===== src/imt_pkg.sv =====
// Purpose: Constants and types of the I2C master path.
// Assumes: 10 MHz clock, Wishbone classic, byte addresses.
// Notes:   Open-drain; enable high pulls a line low.
// Operation
// - Write sends data byte third, after address and index.
// - Data register meaningless for reads before a start.
// - Received byte is in data register at byte interrupt.
// - Data read before stop fetches one more byte.
// - Data read after stop causes no bus activity.
// - Register index byte follows address byte on writes.
// - Command bit 1 written one makes a stop.
// - Command bit 0 written one makes start, address byte.
// - After address, data goes out on write, in on read.
// - Address bit 0: one read, zero write.
// - Clock held low by peripheral suspends the master.
package imt_pkg;

    localparam logic [7:0]  OFS_TIMING   = 8'h14;
    localparam logic [7:0]  OFS_PERIPH   = 8'h18;
    localparam logic [7:0]  OFS_DATA     = 8'h1c;
    localparam logic [7:0]  OFS_REGIDX   = 8'h20;
    localparam logic [7:0]  OFS_CMD      = 8'h24;
    localparam logic [7:0]  OFS_MODE     = 8'h28;
    localparam logic [7:0]  OFS_IRQ_STAT = 8'h2c;
    localparam logic [7:0]  OFS_IRQ_MASK = 8'h30;

    localparam int          CMD_START_BIT   = 0;
    localparam int          CMD_STOP_BIT    = 1;
    localparam int          MODE_MANUAL_BIT = 0;
    localparam int          PERIPH_RW_BIT   = 0;
    localparam int          STAT_BUSY_BIT   = 8;
    localparam int          IRQ_W           = 3;

    localparam logic [31:0] RST_WORD = 32'h0000_0000;
    localparam logic [7:0]  RST_BYTE = 8'h00;

    localparam int          CLK_NS      = 100;
    localparam int          SCL_QTR_NS  = 2500;
    localparam int          QTR_CYC_INT = (SCL_QTR_NS + CLK_NS - 1) / CLK_NS;
    localparam logic [7:0]  QTR_CYC     = 8'(QTR_CYC_INT);

    typedef struct packed {
        logic [15:0] inter_byte_delay_count;
        logic [15:0] bus_free_count;
    } imt_timing_t;

    typedef struct packed {
        logic stop_done;
        logic nack;
        logic byte_done;
    } imt_irq_t;

    typedef enum logic [7:0] {
        ST_IDLE  = 8'h01,
        ST_START = 8'h02,
        ST_SHIFT = 8'h04,
        ST_ACK   = 8'h08,
        ST_GAP   = 8'h10,
        ST_WAIT  = 8'h20,
        ST_STOP  = 8'h40,
        ST_FREE  = 8'h80
    } imt_state_t;

    typedef enum logic [3:0] {
        BK_ADDR = 4'h1,
        BK_REG  = 4'h2,
        BK_DATA = 4'h4,
        BK_READ = 4'h8
    } imt_kind_t;

endpackage


===== src/imt_master.sv =====
// Purpose: Register-driven I2C master with Wishbone slave.
// Assumes: Asynchronous line inputs; external pull-ups.
// Notes:   Read bytes always acknowledged.
`timescale 1ns/1ps
module imt_master
    import imt_pkg::*;
(
    input  wire logic        clk_i,     // System clock
    input  wire logic        rst_i,     // Synchronous reset
    input  wire logic [7:0]  wb_adr_i,  // Byte address
    input  wire logic [31:0] wb_dat_i,  // Write data
    output logic      [31:0] wb_dat_o,  // Read data
    input  wire logic        wb_we_i,   // Write enable
    input  wire logic [3:0]  wb_sel_i,  // Byte lanes
    input  wire logic        wb_stb_i,  // Strobe
    input  wire logic        wb_cyc_i,  // Cycle
    output logic             wb_ack_o,  // Acknowledge
    input  wire logic        scl_i,     // Clock line
    output logic             scl_o,     // Constant 0
    output logic             scl_oe_o,  // Pull clock low
    input  wire logic        sda_i,     // Data line
    output logic             sda_o,     // Constant 0
    output logic             sda_oe_o,  // Pull data low
    output logic             irq_o      // Level interrupt
);

    function automatic logic [31:0] lane_merge(input logic [31:0] old_v,
                                               input logic [31:0] new_v,
                                               input logic [3:0]  sel);
        logic [31:0] r;
        r = old_v;
        for (int i = 0; i < 4; i++)
        begin
            if (sel[i])
            begin
                r[i*8 +: 8] = new_v[i*8 +: 8];
            end
        end
        return r;
    endfunction

    logic        scl_m_q;
    logic        scl_s_q;
    logic        sda_m_q;
    logic        sda_s_q;
    logic        ack_q;
    logic [31:0] rdat_q;
    imt_timing_t timing_q;
    logic [7:0]  periph_q;
    logic [7:0]  regidx_q;
    logic [7:0]  data_q;
    logic        manual_q;
    imt_irq_t    irq_stat_q;
    imt_irq_t    irq_mask_q;
    logic        irq_q;
    imt_state_t  st_q;
    imt_kind_t   kind_q;
    logic [1:0]  ph_q;
    logic [7:0]  div_q;
    logic [2:0]  bit_q;
    logic [7:0]  shift_q;
    logic [15:0] dly_q;
    logic        nack_q;
    logic        stop_req_q;
    logic        scl_oe_q;
    logic        sda_oe_q;
    logic        ev_byte_q;
    logic        ev_nack_q;
    logic        ev_stop_q;
    logic        rx_load_q;

    logic        acc;
    logic        wr;
    logic        rd;
    logic        cmd_start;
    logic        cmd_stop;
    logic        data_wr;
    logic        data_rd;
    logic        engine;
    logic        hold;
    logic        tick;
    logic        rx;
    logic [31:0] rd_mux;
    logic [31:0] wide;

    // Two-flop synchronisers
    always_ff @(posedge clk_i)
    begin
        if (rst_i)
        begin
            scl_m_q <= 1'b1;
            scl_s_q <= 1'b1;
            sda_m_q <= 1'b1;
            sda_s_q <= 1'b1;
        end
        else
        begin
            scl_m_q <= scl_i;
            scl_s_q <= scl_m_q;
            sda_m_q <= sda_i;
            sda_s_q <= sda_m_q;
        end
    end

    // Access lands at the ack edge
    assign acc       = wb_cyc_i & wb_stb_i & ack_q;
    assign wr        = acc & wb_we_i;
    assign rd        = acc & ~wb_we_i;
    assign cmd_start = wr && wb_adr_i == OFS_CMD && wb_sel_i[0]
                       && wb_dat_i[CMD_START_BIT];
    assign cmd_stop  = wr && wb_adr_i == OFS_CMD && wb_sel_i[0]
                       && wb_dat_i[CMD_STOP_BIT];
    assign data_wr   = wr && wb_adr_i == OFS_DATA && wb_sel_i[0];
    assign data_rd   = rd && wb_adr_i == OFS_DATA;
    assign wide      = lane_merge(32'h0, wb_dat_i, wb_sel_i);

    always_comb
    begin
        rd_mux = RST_WORD;
        case (wb_adr_i)
            OFS_TIMING:   rd_mux = timing_q;
            OFS_PERIPH:   rd_mux = {24'h0, periph_q};
            OFS_DATA:     rd_mux = {24'h0, data_q};
            OFS_REGIDX:   rd_mux = {24'h0, regidx_q};
            OFS_MODE:     rd_mux = {31'h0, manual_q};
            OFS_IRQ_STAT: rd_mux = {23'h0, ~(st_q == ST_IDLE), 5'h0, irq_stat_q};
            OFS_IRQ_MASK: rd_mux = {29'h0, irq_mask_q};
            default:      rd_mux = RST_WORD;
        endcase
    end

    // One wait state; unmapped reads zero
    always_ff @(posedge clk_i)
    begin
        if (rst_i)
        begin
            ack_q  <= 1'b0;
            rdat_q <= RST_WORD;
        end
        else
        begin
            ack_q <= wb_cyc_i & wb_stb_i & ~ack_q;
            if (wb_cyc_i & wb_stb_i & ~ack_q)
            begin
                rdat_q <= rd_mux;
            end
        end
    end

    assign wb_ack_o = ack_q;
    assign wb_dat_o = rdat_q;

    // Configuration registers
    always_ff @(posedge clk_i)
    begin
        if (rst_i)
        begin
            timing_q   <= RST_WORD;
            periph_q   <= RST_BYTE;
            regidx_q   <= RST_BYTE;
            manual_q   <= 1'b0;
            irq_mask_q <= '0;
        end
        else if (wr)
        begin
            case (wb_adr_i)
                OFS_TIMING:   timing_q   <= lane_merge(timing_q, wb_dat_i, wb_sel_i);
                OFS_PERIPH:   periph_q   <= wb_sel_i[0] ? wide[7:0] : periph_q;
                OFS_REGIDX:   regidx_q   <= wb_sel_i[0] ? wide[7:0] : regidx_q;
                OFS_MODE:     manual_q   <= wb_sel_i[0] ? wide[MODE_MANUAL_BIT] : manual_q;
                OFS_IRQ_MASK: irq_mask_q <= wb_sel_i[0] ? wide[IRQ_W-1:0] : irq_mask_q;
                default:      manual_q   <= manual_q;
            endcase
        end
    end

    // Received byte beats a software write
    always_ff @(posedge clk_i)
    begin
        if (rst_i)
        begin
            data_q <= RST_BYTE;
        end
        else if (rx_load_q)
        begin
            data_q <= shift_q;
        end
        else if (data_wr)
        begin
            data_q <= wide[7:0];
        end
    end

    // Sticky W1C status; a new event beats the clear
    always_ff @(posedge clk_i)
    begin
        if (rst_i)
        begin
            irq_stat_q <= '0;
            irq_q      <= 1'b0;
        end
        else
        begin
            irq_stat_q <= (irq_stat_q
                           & ~((wr && wb_adr_i == OFS_IRQ_STAT && wb_sel_i[0])
                               ? wide[IRQ_W-1:0] : 3'h0))
                          | {ev_stop_q, ev_nack_q, ev_byte_q};
            irq_q      <= |(irq_stat_q & irq_mask_q);
        end
    end

    assign irq_o = irq_q;

    // Quarter-bit divider, frozen while clock is held low
    assign engine = st_q == ST_START || st_q == ST_SHIFT || st_q == ST_ACK
                    || st_q == ST_STOP;
    assign hold   = ~scl_oe_q & ~scl_s_q;
    assign tick   = engine && div_q == 8'h00 && ~hold;
    assign rx     = kind_q == BK_READ;

    always_ff @(posedge clk_i)
    begin
        if (rst_i || !engine || tick)
        begin
            div_q <= QTR_CYC - 8'h01;
        end
        else if (!hold)
        begin
            div_q <= div_q - 8'h01;
        end
    end

    // Transfer sequencer and line drive
    always_ff @(posedge clk_i)
    begin
        if (rst_i)
        begin
            st_q       <= ST_IDLE;
            kind_q     <= BK_ADDR;
            ph_q       <= 2'h0;
            bit_q      <= 3'h7;
            shift_q    <= RST_BYTE;
            dly_q      <= 16'h0;
            nack_q     <= 1'b0;
            stop_req_q <= 1'b0;
            scl_oe_q   <= 1'b0;
            sda_oe_q   <= 1'b0;
            ev_byte_q  <= 1'b0;
            ev_nack_q  <= 1'b0;
            ev_stop_q  <= 1'b0;
            rx_load_q  <= 1'b0;
        end
        else
        begin
            ev_byte_q <= 1'b0;
            ev_nack_q <= 1'b0;
            ev_stop_q <= 1'b0;
            rx_load_q <= 1'b0;
            if (cmd_stop && st_q != ST_IDLE && st_q != ST_FREE)
            begin
                stop_req_q <= 1'b1;
            end
            if (tick)
            begin
                ph_q <= ph_q + 2'h1;
            end
            case (st_q)
                ST_IDLE:
                begin
                    if (cmd_start)
                    begin
                        st_q       <= ST_START;
                        stop_req_q <= 1'b0;
                        nack_q     <= 1'b0;
                    end
                end
                ST_START:
                begin
                    if (tick)
                    begin
                        case (ph_q)
                            2'h0: sda_oe_q <= 1'b0;
                            2'h1: sda_oe_q <= 1'b1;
                            2'h2: scl_oe_q <= 1'b1;
                            default:
                            begin
                                shift_q <= periph_q;
                                kind_q  <= BK_ADDR;
                                bit_q   <= 3'h7;
                                st_q    <= ST_SHIFT;
                            end
                        endcase
                    end
                end
                ST_SHIFT:
                begin
                    if (tick)
                    begin
                        case (ph_q)
                            2'h0: sda_oe_q <= rx ? 1'b0 : ~shift_q[7];
                            2'h1: scl_oe_q <= 1'b0;
                            2'h2:
                            begin
                                if (rx)
                                begin
                                    shift_q <= {shift_q[6:0], sda_s_q};
                                end
                            end
                            default:
                            begin
                                scl_oe_q <= 1'b1;
                                if (!rx)
                                begin
                                    shift_q <= {shift_q[6:0], 1'b0};
                                end
                                if (bit_q == 3'h0)
                                begin
                                    st_q <= ST_ACK;
                                end
                                bit_q <= bit_q - 3'h1;
                            end
                        endcase
                    end
                end
                ST_ACK:
                begin
                    if (tick)
                    begin
                        case (ph_q)
                            2'h0: sda_oe_q <= rx;
                            2'h1: scl_oe_q <= 1'b0;
                            2'h2: nack_q   <= ~rx & sda_s_q;
                            default:
                            begin
                                scl_oe_q <= 1'b1;
                                sda_oe_q <= 1'b0;
                                dly_q    <= timing_q.inter_byte_delay_count;
                                st_q     <= ST_GAP;
                            end
                        endcase
                    end
                end
                ST_GAP:
                begin
                    bit_q <= 3'h7;
                    if (dly_q != 16'h0)
                    begin
                        dly_q <= dly_q - 16'h1;
                    end
                    else if (nack_q)
                    begin
                        ev_nack_q <= 1'b1;
                        st_q      <= ST_STOP;
                    end
                    else
                    begin
                        case (kind_q)
                            BK_ADDR:
                            begin
                                st_q <= ST_SHIFT;
                                if (periph_q[PERIPH_RW_BIT])
                                begin
                                    kind_q <= BK_READ;
                                end
                                else
                                begin
                                    kind_q  <= BK_REG;
                                    shift_q <= regidx_q;
                                end
                            end
                            BK_REG:
                            begin
                                kind_q  <= BK_DATA;
                                shift_q <= data_q;
                                st_q    <= ST_SHIFT;
                            end
                            BK_DATA:
                            begin
                                ev_byte_q <= 1'b1;
                                st_q      <= (manual_q && !stop_req_q) ? ST_WAIT : ST_STOP;
                            end
                            default:
                            begin
                                rx_load_q <= 1'b1;
                                ev_byte_q <= 1'b1;
                                st_q      <= stop_req_q ? ST_STOP : ST_WAIT;
                            end
                        endcase
                    end
                end
                ST_WAIT:
                begin
                    // Manual writes resend via index path
                    if (stop_req_q || cmd_stop)
                    begin
                        st_q <= ST_STOP;
                    end
                    else if (kind_q == BK_DATA && data_wr)
                    begin
                        kind_q <= BK_REG;
                        dly_q  <= 16'h0;
                        st_q   <= ST_GAP;
                    end
                    else if (rx && data_rd)
                    begin
                        bit_q <= 3'h7;
                        st_q  <= ST_SHIFT;
                    end
                end
                ST_STOP:
                begin
                    if (tick)
                    begin
                        case (ph_q)
                            2'h0:
                            begin
                                scl_oe_q <= 1'b1;
                                sda_oe_q <= 1'b1;
                            end
                            2'h1: scl_oe_q <= 1'b0;
                            2'h2: sda_oe_q <= 1'b0;
                            default:
                            begin
                                ev_stop_q  <= 1'b1;
                                stop_req_q <= 1'b0;
                                dly_q      <= timing_q.bus_free_count;
                                st_q       <= ST_FREE;
                            end
                        endcase
                    end
                end
                ST_FREE:
                begin
                    if (dly_q != 16'h0)
                    begin
                        dly_q <= dly_q - 16'h1;
                    end
                    else
                    begin
                        st_q <= ST_IDLE;
                    end
                end
                default: st_q <= ST_IDLE;
            endcase
        end
    end

    // Open-drain: only ever pull low
    assign scl_o    = 1'b0;
    assign sda_o    = 1'b0;
    assign scl_oe_o = scl_oe_q;
    assign sda_oe_o = sda_oe_q;

endmodule


===== config.mk =====
export PLATFORM = sky130hd
export DESIGN_NAME = imt_master
export DESIGN_NICKNAME = d
export VERILOG_FILES = /design/src/imt_pkg.sv /design/src/imt_master.sv
export SDC_FILE = /design/constraint.sdc
export NUM_CORES = 1
export LEC_CHECK = 0
export BUFFER_PORTS_ARGS = -buffer_cell sky130_fd_sc_hd__clkbuf_2
export CORE_MARGIN = 2
export CORE_UTILIZATION = 59
export CTS_CLUSTER_SIZE = 14
export DETAILED_ROUTE_END_ITERATION = 12
export GPL_TIMING_DRIVEN = 0
export PLACE_DENSITY = 0.8
export SYNTH_ARGS = -nofsm -noshare
export SYNTH_HDL_FRONTEND = slang
export SYNTH_SLANG_ARGS = --single-unit

===== constraint.sdc =====
create_clock -name clk_i -period 2.5 [get_ports clk_i]
set_input_delay 0 -clock clk_i [delete_from_list [all_inputs] [get_ports clk_i]]
set_output_delay 0 -clock clk_i [all_outputs]
set_load 0.02 [all_outputs]

==> flow_metrics.tcl <==
set metrics [dict create \
    place_ws_ps -335.2 \
    rrSetupSlack_ps 60 \
    drt_pre_antenna_iters 7 \
    critical_path_arrival_ps 2790 \
    syn2layout_area_growth_pct 24.28 \
    path_clk_slew_ps 70 \
    worstHoldEndpoint "manual_q" \
    final_util_pct 75.38 \
    grt_pass1_wl_mm 41.05 \
    grt_util_all_layers_pct 36.23 \
    maxSlewHeadroom_pct 46.21 \
    ys.flop_type "dfxtp_1" \
    cp_max_fo 10 \
    tritoncts "done" \
    postRouteAntennaNets 0 \
    dp.cells 1219 \
    tightest_slew_ps 805.4 \
    skew_ps 8.217 \
    cts_buffers 17 \
    end_kind "flop" \
    run_status "complete, no violations" \
    vias 8470 \
    holdPathStages 5 \
    clock_latency_ps 430 \
    clockBufferDepth 2 \
    rows 42 \
    die_w_um 120.9 \
    clock-sinks 158 \
    critPathLaunchType "flop" \
    maxCapViolCount 0 \
    fin_crit_ps 2443 \
    r2r_cells 9 \
    die_h_um 120.9 \
    core_area_um2 13300 \
    die_area_um2 14620 \
    crit_type "flop to flop" \
    drcViolationCount 0 \
    async_reset_ff_share_pct 0 \
    hold_violations 0 \
    slew_viol_final 0 \
    min_path_type "primary input to flop" \
    power.leakage_nw 3.679 \
    register_area_um2 3171 \
    ys_seq_elements 158 \
    initialDrtViolationCount 1451 \
    drt-total-wl_mm 26.87 \
    max_freq_mhz 409.3 \
    fin_crit_sh_pct 97.73 \
    synth_edf_count 0 \
    rr_endpoint "dly_q[9]" \
    dpl.hpwl_mm 17.78 \
    place_area_um2 8698 \
    setup_ws_ps 56.79 \
    gp_congestion 0.9806 \
    crit_slowest_cell "or3_4" \
    crit_path_max_incr_delay_ps 440 \
    cp_data_required_time_ps 2850 \
    syn_area_um2 8064 \
    syn-mean-instance-area_um2 8.400 \
    drive_above_1_share_pct 19.03 \
    regToRegStartpoint "st_q[4]" \
    instances_no_fill 1307 \
    crit_chain "buf_6, or3_4, or3_4, o21ai_2, o211ai_4, or2_1, buf_2, buf_6, o31ai_1" \
    stdcell_area_um2 10020 \
    wl_per_cell_um 20.56 \
    grt_overflow_total 0 \
    nFillCells 950 \
    nNetsFinal 1178 \
    io_buffers 82 \
    grt_max_degree 17 \
    ios 89 \
    holdCritStartpoint "wb_adr_i[1]" \
    synth_cell_type_count 80 \
    postSynthCellCount 960 \
    multi_input_area_um2 4712 \
    power_w 0.006608 \
    antenna_found_initial 0 \
    start_util_pct 60.65 \
    p_per_area_nw_per_um2 659.3 \
    root_buffer "clkbuf_16" \
    yosys_warnings 0 \
    first_global_vias 7757 \
    peakVddDrop_mv 0.5281 \
    setup_viol 0 \
    yosysSeqAreaShare_pct 39.22 \
    htreeDepth 4 \
    via_per_inst 6.480 \
]
-- synthesized netlist by cell type (all sizes together) (3+ instances only) --
| cell | number | area [um2] |
|---|---|---|
| a211oi | 13 | 102.6 |
| a21oi | 76 | 380.4 |
| a221oi | 16 | 140.1 |
| a222oi | 7 | 70.07 |
| a22oi | 24 | 180.2 |
| a311oi | 3 | 26.28 |
| a31oi | 6 | 37.54 |
| a41oi | 3 | 26.28 |
| and2 | 12 | 77.58 |
| and3 | 11 | 68.82 |
| and4 | 3 | 26.28 |
| and4b | 3 | 30.03 |
| buf | 26 | 155.1 |
| clkbuf | 44 | 165.2 |
| dfxtp | 158 | 3163 |
| ha | 10 | 125.1 |
| inv | 19 | 71.32 |
| mux2i | 52 | 520.5 |
| nand2 | 91 | 341.6 |
| nand2b | 9 | 56.30 |
| nand3 | 69 | 345.3 |
| nand4 | 18 | 118.9 |
| nor2 | 108 | 405.4 |
| nor2b | 12 | 75.07 |
| nor3 | 19 | 100.1 |
| nor3b | 6 | 50.05 |
| nor4 | 15 | 145.1 |
| nor4b | 7 | 88.83 |
| o211ai | 12 | 95.09 |
| o21ai | 19 | 98.84 |
| o2bb2ai | 5 | 43.79 |
| o31ai | 17 | 151.4 |
| or2 | 6 | 37.54 |
| or3 | 4 | 35.03 |
| or4 | 12 | 90.09 |
| xnor2 | 8 | 70.07 |
| xor2 | 9 | 78.83 |
-- per-stage QoR --
stage,TNS [ps],hold slack [ps]
floorplan,0,103.8
global placement,-3227,184.8
detailed placement,-4904,187.2
CTS,-0.7829,84.77
global route,-429.4,115.6
finish,0,104.7
-- state kept, by name (all words and copies together), names as in the netlist, 2 cells and up --
| signal | flops |
|---|---|
| bit_q | 3 |
| data_q | 8 |
| div_q | 8 |
| dly_q | 16 |
| irq_mask_q | 3 |
| irq_stat_q | 3 |
| kind_q | 4 |
| periph_q | 8 |
| ph_q | 2 |
| regidx_q | 8 |
| shift_q | 8 |
| st_q | 8 |
| timing_q | 32 |
| wb_dat_o | 32 |
-- cell usage in the layout (no fill, tap or decap), drive strengths merged, types with 24 or more instances in the layout --
cell type	n
a22oi	24
clkbuf	141
nand3	69
mux2i	52
dfxtp	158
dlygate4sd3	41
nor2	108
inv	28
a21oi	76
nand2	91
buf	41
-- per-layer routing --
layer  vias up  part of all wire (%)  GRT usage (%)
met3       122                    11          9.821
met1      3923                    39          46.22
li1       3849                     -              -
met2       576                    45          56.18
met4         0                   5.0          18.46
met5         -                     0              0
-- worst max-delay path, delay by kind of cell, from the launching register on --
family                 cells  cell delay [ps]
buffers and inverters      3              470
AO/OA/AOI/OAI              3              460
flip-flops                 1              310
AND/OR/NAND/NOR            3             1100
-- worst max path at each step --
stage | from | to | slack [ps]
3_3_place_gp | wb_ack_o | wb_dat_o[0] | -390
6_report | st_q[4] | dly_q[9] | 60
4_1_cts | st_q[6] | shift_q[2] | -0.8
2_1_floorplan | st_q[1] | dly_q[11] | 290
3_5_place_dp | wb_ack_o | wb_dat_o[0] | -340
5_1_grt | st_q[7] | dly_q[12] | -60
-- layout make-up --
cell class	instances	share of cell area, %
clock buffers	17	4.245
plain buffers	69	3.446
clock inverters	15	1.486
repair buffers	137	9.238
inverters	19	0.7116
multi-input cells	715	47.02
well taps	176	2.197
diodes	1	0.02497
flip-flops and latches	158	31.64
-- repair_timing --
action                                  4_1_cts  5_1_grt
hold buffers                                 41        0
endpoints found under the setup margin       37       43
gates resized for setup                      17       39
buffers inserted                              1       13
hold endpoints to repair                     57        0
gates cloned                                  0        1
pin swaps                                     1        7
-- cell families (layout without fill, tap and decap cells) --
family,Yosys count,count (layout),share of synthesized area [%]
AOI/OAI and AO/OA,221,222,19.21
adders and majority gates,10,10,1.552
other,1,3,0.04650
and+or+nand+nor,411,411,26.67
buffers and inverters,89,257,4.856
muxes,53,53,6.594
DFF,158,158,39.22
xor gates and xnor gates,17,17,1.846
-- report_power, final --
part	internal (W)	switching [W]	total [W]
Sequential	0.00257	0.0000560	0.00262
Clock	0.00141	0.00117	0.00258
Combinational	0.000539	0.000867	0.00141
(Power assumes the default switching activity.)
